--- src/hdl/fcoc_pkg.sv ---
// Shared constants and carriers for the frame and chip offset calculator.
// Assumes a single 125 MHz clock and a one-cycle frame tick from outside.
package fcoc_pkg;
  localparam int unsigned FRAME_CHIPS      = 38400;
  localparam int unsigned SHIFT_UNIT_CHIPS = 512;
  localparam int unsigned HALF_UNIT_CHIPS  = 256;
  localparam int unsigned CFN_MOD          = 256;
  localparam int unsigned SFN_W            = 12;
  localparam int unsigned CFN_W            = 8;
  localparam int unsigned SHIFT_W          = 9;
  localparam int unsigned CHIP_W           = 16;
  localparam int unsigned SUM_W            = 24;
  localparam int unsigned FO_W             = 9;
  localparam logic [7:0]  TDD_NEW_LINK_OFF = 8'h00;
  localparam logic [7:0]  CFN_RESET        = 8'h00;
  localparam logic [11:0] SFN_RESET        = 12'h000;

  // Kind of offset calculation requested
  typedef enum logic [3:0] {
    FCOC_OP_SETUP   = 4'h1,
    FCOC_OP_TARGET  = 4'h2,
    FCOC_OP_TDD     = 4'h4,
    FCOC_OP_FOREIGN = 4'h8
  } fcoc_op_type;

  typedef struct packed {
    fcoc_op_type         op;
    logic [SHIFT_W-1:0]  shift;
    logic [CFN_W-1:0]    frame_diff;
    logic [CHIP_W-1:0]   chip_diff;
    logic                diff_known;
    logic                add_half;
  } fcoc_req_type;

  typedef struct packed {
    logic [FO_W-1:0]   frame_offset;
    logic [CHIP_W-1:0] chip_offset;
  } fcoc_res_type;
endpackage : fcoc_pkg

--- src/hdl/fcoc_divider.sv ---
// Splits a chip sum into whole frames and leftover chips, one bit per cycle.
// Assumes start is only given while ready is high.
`timescale 1ns/100ps
module fcoc_divider #(
  parameter int unsigned SUM_W = fcoc_pkg::SUM_W
) (
  input  wire logic                      clk_in,
  input  wire logic                      resetn_in,
  input  wire logic                      start_in,
  input  wire logic [SUM_W-1:0]          sum_in,
  output logic                           ready_out,
  output logic                           done_out,
  output fcoc_pkg::fcoc_res_type         res_out
);
  typedef struct packed {
    logic [SUM_W-1:0]   rem;
    logic [SUM_W-1:0]   quo;
    logic [4:0]         bit_idx;
    logic               busy;
    logic               done;
  } fcoc_div_state_type;

  localparam logic [SUM_W-1:0] FRAME = SUM_W'(fcoc_pkg::FRAME_CHIPS);

  fcoc_div_state_type state;
  fcoc_div_state_type next_state;
  logic [SUM_W-1:0]   trial;

  ////////////////////////////////////////////////////////////////////////
  // Restoring division by frame
  always_comb begin
    next_state      = state;
    next_state.done = 1'b0;
    trial           = {state.rem[SUM_W-2:0], state.quo[SUM_W-1]};
    if (start_in && !state.busy) begin
      next_state.rem     = '0;
      next_state.quo     = sum_in;
      next_state.bit_idx = 5'(SUM_W - 1);
      next_state.busy    = 1'b1;
    end else if (state.busy) begin
      next_state.quo = {state.quo[SUM_W-2:0], 1'b0};
      if (trial >= FRAME) begin
        next_state.rem    = trial - FRAME;
        next_state.quo[0] = 1'b1;
      end else begin
        next_state.rem = trial;
      end
      if (state.bit_idx == 5'h00) begin
        next_state.busy = 1'b0;
        next_state.done = 1'b1;
      end else begin
        next_state.bit_idx = state.bit_idx - 5'h01;
      end
    end
  end

  always_ff @(posedge clk_in) begin
    if (!resetn_in) begin
      state <= '0;
    end else begin
      state <= next_state;
    end
  end

  assign ready_out                = !state.busy;
  assign done_out                 = state.done;
  assign res_out.frame_offset     = state.quo[fcoc_pkg::FO_W-1:0];
  assign res_out.chip_offset      = state.rem[fcoc_pkg::CHIP_W-1:0];
endmodule : fcoc_divider

--- src/hdl/fcoc_calc.sv ---
// Serving controller offset calculator, common channel counters and L1 switch.
// Assumes frame_tick_in pulses once per radio frame; requests held until taken.
`timescale 1ns/100ps
module fcoc_calc (
  input  wire logic                      clk_in,
  input  wire logic                      resetn_in,
  input  wire logic                      frame_tick_in,
  input  wire logic                      req_valid_in,
  input  wire fcoc_pkg::fcoc_req_type    req_in,
  input  wire logic                      cnt_load_in,
  input  wire logic [fcoc_pkg::SFN_W-1:0] sfn_in,
  input  wire logic                      recfg_req_in,
  input  wire logic                      prep_done_in,
  input  wire logic [fcoc_pkg::CFN_W-1:0] switch_cfn_in,
  output logic                           req_ready_out,
  output logic                           res_valid_out,
  output fcoc_pkg::fcoc_res_type         res_out,
  output logic                           send_shift_out,
  output logic [fcoc_pkg::SFN_W-1:0]     paging_cfn_out,
  output logic [fcoc_pkg::CFN_W-1:0]     common_cfn_out,
  output logic                           prep_req_out,
  output logic                           switch_valid_out,
  output logic [fcoc_pkg::CFN_W-1:0]     switch_cfn_out,
  output logic                           apply_cfg_out
);
  typedef enum logic [3:0] {
    FCOC_SW_IDLE    = 4'h1,
    FCOC_SW_PREPARE = 4'h2,
    FCOC_SW_ARMED   = 4'h4,
    FCOC_SW_APPLY   = 4'h8
  } fcoc_sw_type;

  typedef struct packed {
    logic                          busy;
    logic                          tdd_path;
    logic                          res_valid;
    fcoc_pkg::fcoc_res_type        res;
    logic                          send_shift;
    logic [fcoc_pkg::SFN_W-1:0]    paging_cfn;
    logic [fcoc_pkg::CFN_W-1:0]    common_cfn;
    fcoc_sw_type                   sw;
    logic [fcoc_pkg::CFN_W-1:0]    switch_cfn;
    logic                          switch_valid;
    logic                          apply_cfg;
    logic                          ready;
    logic                          prep_req;
  } fcoc_state_type;

  localparam logic [fcoc_pkg::SUM_W-1:0] FRAME = fcoc_pkg::SUM_W'(fcoc_pkg::FRAME_CHIPS);
  localparam logic [fcoc_pkg::SUM_W-1:0] UNIT  = fcoc_pkg::SUM_W'(fcoc_pkg::SHIFT_UNIT_CHIPS);
  localparam logic [fcoc_pkg::SUM_W-1:0] HALF  = fcoc_pkg::SUM_W'(fcoc_pkg::HALF_UNIT_CHIPS);

  fcoc_state_type               state;
  fcoc_state_type               next_state;
  logic                         div_start;
  logic [fcoc_pkg::SUM_W-1:0]   div_sum;
  logic                         div_ready;
  logic                         div_done;
  fcoc_pkg::fcoc_res_type       div_res;
  logic                         take;

  // Chip sum for frequency-division requests
  function automatic logic [fcoc_pkg::SUM_W-1:0] chip_sum(input fcoc_pkg::fcoc_req_type r);
    logic [fcoc_pkg::SUM_W-1:0] s;
    s = '0;
    case (r.op)
      fcoc_pkg::FCOC_OP_TARGET: begin
        if (r.diff_known) begin
          s = fcoc_pkg::SUM_W'(r.frame_diff) * FRAME + fcoc_pkg::SUM_W'(r.chip_diff);
        end else begin
          s = fcoc_pkg::SUM_W'(r.shift) * UNIT;
        end
      end
      default: begin
        s = fcoc_pkg::SUM_W'(r.shift) * UNIT + fcoc_pkg::SUM_W'(r.frame_diff) * FRAME
          + fcoc_pkg::SUM_W'(r.chip_diff);
        if (r.add_half) begin
          s = s + HALF;
        end
      end
    endcase
    return s;
  endfunction : chip_sum

  ////////////////////////////////////////////////////////////////////////
  assign take      = req_valid_in && !state.busy && div_ready;
  assign div_start = take && (req_in.op != fcoc_pkg::FCOC_OP_TDD) && (req_in.op != fcoc_pkg::FCOC_OP_FOREIGN);
  assign div_sum   = chip_sum(req_in);

  fcoc_divider #(
    .SUM_W(fcoc_pkg::SUM_W)
  ) u_div (
    .clk_in    (clk_in),
    .resetn_in (resetn_in),
    .start_in  (div_start),
    .sum_in    (div_sum),
    .ready_out (div_ready),
    .done_out  (div_done),
    .res_out   (div_res)
  );

  ////////////////////////////////////////////////////////////////////////
  always_comb begin
    next_state           = state;
    next_state.res_valid = 1'b0;
    next_state.apply_cfg = 1'b0;
    if (take) begin
      next_state.busy       = 1'b1;
      next_state.send_shift = (req_in.op == fcoc_pkg::FCOC_OP_TARGET) && !req_in.diff_known;
      if (req_in.op == fcoc_pkg::FCOC_OP_TDD) begin
        next_state.res.frame_offset = req_in.diff_known ? fcoc_pkg::FO_W'(req_in.frame_diff)
                                                        : fcoc_pkg::FO_W'(req_in.shift);
        next_state.res.chip_offset  = '0;
        next_state.tdd_path         = 1'b1;
      end else if (req_in.op == fcoc_pkg::FCOC_OP_FOREIGN) begin
        next_state.res.frame_offset = fcoc_pkg::FO_W'(fcoc_pkg::TDD_NEW_LINK_OFF);
        next_state.res.chip_offset  = '0;
        next_state.tdd_path         = 1'b1;
      end else begin
        next_state.tdd_path = 1'b0;
      end
    end else if (state.busy && (state.tdd_path || div_done)) begin
      if (!state.tdd_path) begin
        next_state.res = div_res;
      end
      next_state.busy      = 1'b0;
      next_state.res_valid = 1'b1;
    end
    if (cnt_load_in) begin
      next_state.paging_cfn = sfn_in;
      next_state.common_cfn = sfn_in[fcoc_pkg::CFN_W-1:0];
    end else if (frame_tick_in) begin
      next_state.paging_cfn = state.paging_cfn + 12'h001;
      next_state.common_cfn = state.common_cfn + 8'h01;
    end
    case (state.sw)
      FCOC_SW_IDLE: begin
        if (recfg_req_in) begin
          next_state.sw = FCOC_SW_PREPARE;
        end
      end
      FCOC_SW_PREPARE: begin
        if (prep_done_in) begin
          next_state.switch_cfn   = switch_cfn_in;
          next_state.switch_valid = 1'b1;
          next_state.sw           = FCOC_SW_ARMED;
        end
      end
      FCOC_SW_ARMED: begin
        if (frame_tick_in && (next_state.common_cfn == state.switch_cfn)) begin
          next_state.apply_cfg    = 1'b1;
          next_state.switch_valid = 1'b0;
          next_state.sw           = FCOC_SW_APPLY;
        end
      end
      FCOC_SW_APPLY: begin
        next_state.sw = FCOC_SW_IDLE;
      end
      default: begin
        next_state.sw = FCOC_SW_IDLE;
      end
    endcase
    // Decoded ahead of the edge so outputs leave flops
    next_state.ready    = !next_state.busy;
    next_state.prep_req = (next_state.sw == FCOC_SW_PREPARE);
  end

  always_ff @(posedge clk_in) begin
    if (!resetn_in) begin
      state            <= '0;
      state.sw         <= FCOC_SW_IDLE;
      state.ready      <= 1'b1;
      state.paging_cfn <= fcoc_pkg::SFN_RESET;
      state.common_cfn <= fcoc_pkg::CFN_RESET;
    end else begin
      state <= next_state;
    end
  end

  assign req_ready_out    = state.ready;
  assign res_valid_out    = state.res_valid;
  assign res_out          = state.res;
  assign send_shift_out   = state.send_shift;
  assign paging_cfn_out   = state.paging_cfn;
  assign common_cfn_out   = state.common_cfn;
  assign prep_req_out     = state.prep_req;
  assign switch_valid_out = state.switch_valid;
  assign switch_cfn_out   = state.switch_cfn;
  assign apply_cfg_out    = state.apply_cfg;
endmodule : fcoc_calc

--- config.mk ---
export PLATFORM = sky130hd
export DESIGN_NAME = fcoc_calc
export DESIGN_NICKNAME = d
export VERILOG_FILES = /design/src/hdl/fcoc_pkg.sv /design/src/hdl/fcoc_divider.sv /design/src/hdl/fcoc_calc.sv
export SDC_FILE = /design/constraint.sdc
export NUM_CORES = 1
export LEC_CHECK = 0
export BUFFER_PORTS_ARGS = -buffer_cell sky130_fd_sc_hd__buf_2
export CORE_UTILIZATION = 40
export CTS_BUF_LIST = sky130_fd_sc_hd__clkbuf_16
export DETAILED_ROUTE_END_ITERATION = 8
export PLACE_DENSITY = 0.61
export SETUP_SLACK_MARGIN = 0.15
export SLEW_MARGIN = 20
export SYNTH_ARGS = -nofsm -noshare
export SYNTH_HDL_FRONTEND = slang
export SYNTH_HIERARCHICAL = 1
export SYNTH_SLANG_ARGS = --single-unit
--- constraint.sdc ---
create_clock -name clk_in -period 7.1 [get_ports clk_in]
set_input_delay 1.42 -clock clk_in [delete_from_list [all_inputs] [get_ports clk_in]]
set_output_delay 1.42 -clock clk_in [all_outputs]
set_load 0.005 [all_outputs]
Word level (Yosys, flattened, before mapping). Index checks and enable logic that the tools add are counted.

Add/sub/neg operators: 8. $mul: 1. Order comparisons: 1. Eq/ne operators: 15. Mux-type cells: 27. Bitwise operators: 3. Reductions and logical operators: 27.

Operators with widths (count): 2-to-1 mux 25 bit (4); 2-to-1 mux 24 bit (3); adder 24 x 16 -> 24 bit (2); 2-to-1 mux 20 bit (2); 2-to-1 mux 31 bit (1); 2-to-1 mux 30 bit (1); 2-to-1 mux 26 bit (1); adder 18 x 24 -> 24 bit (1); adder 24 x 9 -> 24 bit, second input constant (1); greater-or-equal comparator 24 x 16 -> 1 bit, second input constant (1); 2-to-1 mux 23 bit (1); subtractor 23 x 16 -> 23 bit, second input constant (1); multiplier 8 x 7 -> 15 bit, second input constant (1); 2-to-1 mux 13 bit (1); adder 12 x 1 -> 12 bit, second input constant (1); equality test 4 x 2 -> 1 bit, second input constant (3); one-hot mux 4 bit (3 select lines) (1); 2-to-1 mux 9 bit (1); adder 8 x 1 -> 8 bit, second input constant (1); equality test 4 x 3 -> 1 bit, second input constant (2); equality test 8 bit (1); logical AND 1 bit (8); 2-to-1 mux 4 bit (2); AND reduction 2 bit (4); other kinds (20) (37).

Register bits after elaboration: 119. Bits of input ports: 66. Output and inout bits: 59. Word-level logic and storage cells: 102.

Logic depth before layout (Yosys ltp).
Depth after elaboration: 8. Depth in mapped cells: 26. Depth with buffers taken out: 26.

Hierarchy. Netlist, hierarchy kept.

Modules (own cells, without submodules): fcoc_calc (times used 1, cells an instance 754, area an instance 6128.4 um^2); fcoc_divider (times used 1, cells an instance 298, area an instance 2743.9 um^2).

Worst setup path after synthesis. Ideal clock, no wire load.

Kind: input to register. Start point: input port req_in[21] (netlist bit). End point: register u_div/state[30] (netlist bit). Library setup time: 59 ps. Arrival: 6598 ps. Path slack: 444 ps. Stages on the path: 26. Buffers on the path: 0. Path through: ha_1 -> ha_1 -> ha_1 -> inv_1 -> fa_1 -> inv_1 -> ha_1 -> o21a_1 -> o31a_2 -> a21oi_1 -> inv_1 -> fa_1 -> inv_1 -> ha_1 -> and3_1 -> and2_1 -> a221oi_1 -> xor2_1 -> or3_1 -> nor2_1 -> nand4_1 -> mux2_4 -> o211ai_2 -> mux2i_1 -> nand2_1 -> o211a_1.

Word-level cells in the longest chain between the ends: 7. Elaborated cells on any way between the ends: 9. Those cells by class: add/sub (4); mul (1); mux (4).

Ends and longest elaborated chain: from (decl) (RTL line fcoc_calc.sv:9) `input wire fcoc_pkg::fcoc_req_type req_in,`; multiplier 8 x 7 -> 15 bit * (RTL line fcoc_calc.sv:69, fcoc_calc.sv:75); adder 18 x 24 -> 24 bit (RTL line fcoc_calc.sv:75) `s = fcoc_pkg::SUM_W'(r.shift) * UNIT + fcoc_pkg::SUM_W'(r.frame_diff) * FRAME`; adder 24 x 16 -> 24 bit (RTL line fcoc_calc.sv:76) `+ fcoc_pkg::SUM_W'(r.chip_diff);`; adder 24 x 9 -> 24 bit (RTL line fcoc_calc.sv:78) `s = s + HALF;`; 2-to-1 mux 24 bit (RTL line fcoc_calc.sv:77) `if (r.add_half) begin`; 2-to-1 mux 24 bit * (RTL line fcoc_calc.sv:66) `case (r.op)`; named net div_sum (one bit) (RTL line fcoc_calc.sv:56) `logic [fcoc_pkg::SUM_W-1:0] div_sum;`; 2-to-1 mux 30 bit * (RTL line fcoc_divider.sv:35) `if (start_in && !state.busy) begin`; to (signal assigned) (RTL line fcoc_divider.sv:61) `state <= next_state;`; to (decl) (RTL line fcoc_divider.sv:25) `fcoc_div_state_type state;`.

The timed path passes the listed nets; every way through them passes the cells marked *. A chain may end at the register's enable or synchronous reset.

Worst setup path in the final report.
Start point: input port req_in[21] (netlist bit). End point: register u_div/state[29] (netlist bit).

The elaborated chain is that of the path after synthesis.

==> results.md <==
- Leak: 4.463 nW
- Synth Flop Type: dfxtp_1
- Ant diodes: 0
- Vias/cell: 5.255
- Post-synth EDFFs: 0
- Fillers: 2174
- Final WL: approximately 21000 um
- Synthesized area: 8872 um^2
- Final Hold Vio Count: 0
- Layout cell share with drive strength beyond 1: between 10% and 20%
- Largest net degree at the start of global routing: 53
- Relative slew slack: 30.76%
- Gr ovfl total: 0
- Slew @ Worst Pin: 1.038 ns
- Worst min path class: flop to flop
- Die Span Y: between 150 and 200 um
- Async SR Flop Fraction: 0%
- RePlAce Congestion: 0.8573
- Detailed Routing Iterations Pass 1: 4
- Initial Util: 40.78%
- Crit Path Category: primary input to flop
- Startpoint Class: primary input
- Setup tns final: 0 ns
- Post-route ant nets: 0
- Wire length per cell: 15.16 um
- Setup crit end kind: flop
- Seq cells post-synth: 119
- Die ar.: 22780 um^2
- GRT Total Usage: 18.85%
- Postcts setup bufs: 0
- RSZ-0062 raised after global routing: no
- Most frequent cells in the layout: buf_2, dfxtp_1, nor2_1
- Fin crit period: approximately 6.5 ns
- CORE AREA: 21760 um^2
- P&R area growth vs syn: 9.082%
- CTS buffer count: 17
- Crit share post-route: 91.90%
- Residual DRC count: 0
- Cells after Synth: 1052
- Ports: ~130
- Initial antenna violation count: 0
- Register area share after synthesis: 26.85%
- Clock Latency Late Sink: just over 0.4 ns
- CTS tree: done
- Nets: 1227
- Clock Sinks: 119
- IO buf count: 124
- Most common cell after layout, fill and taps aside: buf_2
- FMAX: 153.3 MHz
- VDD IR max: 0.2090 mV
- Vias in the first global route: 6929
- Global-route wire length before repair: 34180 um
- Power density cells: 322.2 nW/um^2
- Maximum fanout along the worst path: 5
- Critical Path AT: between 6 and 7 ns
- Count of final max-slew check failures: 0
- Syn Area/Cell: 8.434 um^2
- Post-synth cell types: 82
- Worst-path clk slew: roughly 0.060 ns
- Status: finished clean
- Cell row count: 54
- Post-DP HPWL: 15710 um
- CP required: 7.41 ns
- Final Skew: 0.005364 ns
- Final setup fails: 0
- Area after DPL: between 9000 and 10000 um^2
- Root Buffer: clkbuf_16
- Synth warn: 6
- Die X: 150.9 um
- Longest Clk Path Bufs: 2
- Post-Syn Nets: roughly 1200
- Htree depth: 4
- Max-cap check violation count: 0
- Post-route cell area: 9678 um^2
- Vias post-DR: 7241
- DRT iter0 DRCs: between 300 and 400
-- cell families (layout without fill, tap and decap cells) --
logic type | after synthesis | in the layout | share of synthesized area (%)
simple gates | 337 | 337 | 18.62
fa+ha+maj | 76 | 76 | 12.07
flops | 119 | 119 | 26.85
xor+xnor | 75 | 75 | 7.658
mux | 48 | 48 | 5.486
buf+inv | 176 | 222 | 11.35
compound gates | 221 | 221 | 17.97
-- where the power goes --
group / internal (mW) / switching, mW / total [mW]
clock network: 0.444 / 0.321 / 0.765
registers: 0.735 / 0.0554 / 0.790
logic: 0.704 / 0.859 / 1.56
total: 1.88 / 1.24 / 3.12
-- worst max-delay path: stages --
cell	delay (ns)
buf_2	0.14
ha_1	0.30
ha_1	0.28
ha_1	0.27
inv_1	0.05
fa_1	0.49
inv_1	0.04
ha_1	0.34
o21a_1	0.12
o31a_2	0.14
a21oi_2	0.14
inv_1	0.06
fa_1	0.47
inv_1	0.04
ha_1	0.31
and3_1	0.20
a221oi_2	0.42
a21oi_1	0.17
o221a_2	0.28
nor4_1	0.22
buf_4	0.16
nand4_1	0.09
nand3_1	0.14
xnor2_1	0.12
o22ai_1	0.09
mux2i_1	0.13
nand2_1	0.06
o211a_1	0.12
-- metal layers --
layer | GRT usage (%) | share of wire, %
met1 | 24.78 | 48
met4 | 6.350 | 2.1
met2 | 31.24 | 45
met3 | 2.982 | 5.0
met5 | 0 | 0
-- metrics by stage --
stage / hold slack [ns] / power [mW] / std cells / utilization, % / setup WS, ns
4_1_cts: 0.4522 / 3.132 / 1378 / 44.47 / 0.5088
3_5_place_dp: 0.4428 / 2.354 / 1346 / 42.02 / 0.08915
2_1_floorplan: 0.4323 / 2.071 / 1052 / - / 0.4438
5_1_grt: 0.4678 / 3.369 / 1378 / 44.48 / 0.2198
3_3_place_gp: 0.4346 / 2.343 / 1346 / 42.02 / 0.1520
6_report: 0.4519 / 3.118 / 1378 / 44.48 / 0.5749
-- worst paths after layout --
check	from	endpoint	slack, ns	cells after the start
hold / removal	res_out[11]	res_out[11]	0.45	2
setup reg to reg	u_div/state[1]	u_div/res_out[9]	3.85	10
hold reg to reg	res_out[11]	res_out[11]	0.45	2
setup / recovery	req_in[21]	u_div/state[29]	0.57	28
-- cell usage after synthesis, drive strengths merged (9+ instances only) --
cell	instances	share of area, %
o211a	29	3.3
a211oi	32	3.2
a21o	9	0.76
o21a	13	1.1
ha	60	8.5
nand3	27	1.5
nand2b	13	0.92
dfxtp	119	27
nor3	29	1.6
nand4	15	1.1
and2	10	0.71
fa	16	3.6
buf	85	7.1
nor2	104	4.5
a21oi	65	3.7
xnor2	42	4.3
xor2	33	3.3
nor2b	20	1.4
o21ai	34	2.1
nand2	76	3.2
inv	54	2.3
mux2i	46	5.2
clkbuf	35	1.8
-- repair_timing --
action,4_1_cts,5_1_grt
hold buffers,0,0
hold endpoints to repair,0,0
setup endpoints to repair,0,2
gates resized for setup,0,1
-- sequential cells by signal, indices dropped and copies added (netlist names), 6 cells and up --
signal	count
common_cfn_out	8
u_div/state	28
paging_cfn_out	12
u_div/res_out	25
res_out	25
state	6
switch_cfn_out	8
-- cell type report --
type	count	area [um^2]	area share, %
Tap cell	280	350.3	3.620
Inverter	55	206.4	2.133
Clock buffer	17	425.4	4.396
Sequential cell	119	2382	24.62
Timing Repair Buffer	135	703.2	7.266
Multi-Input combinational cell	757	5504	56.87
Clock inverter	15	106.4	1.099
No activity file was read; power rests on OpenSTA's default activity.
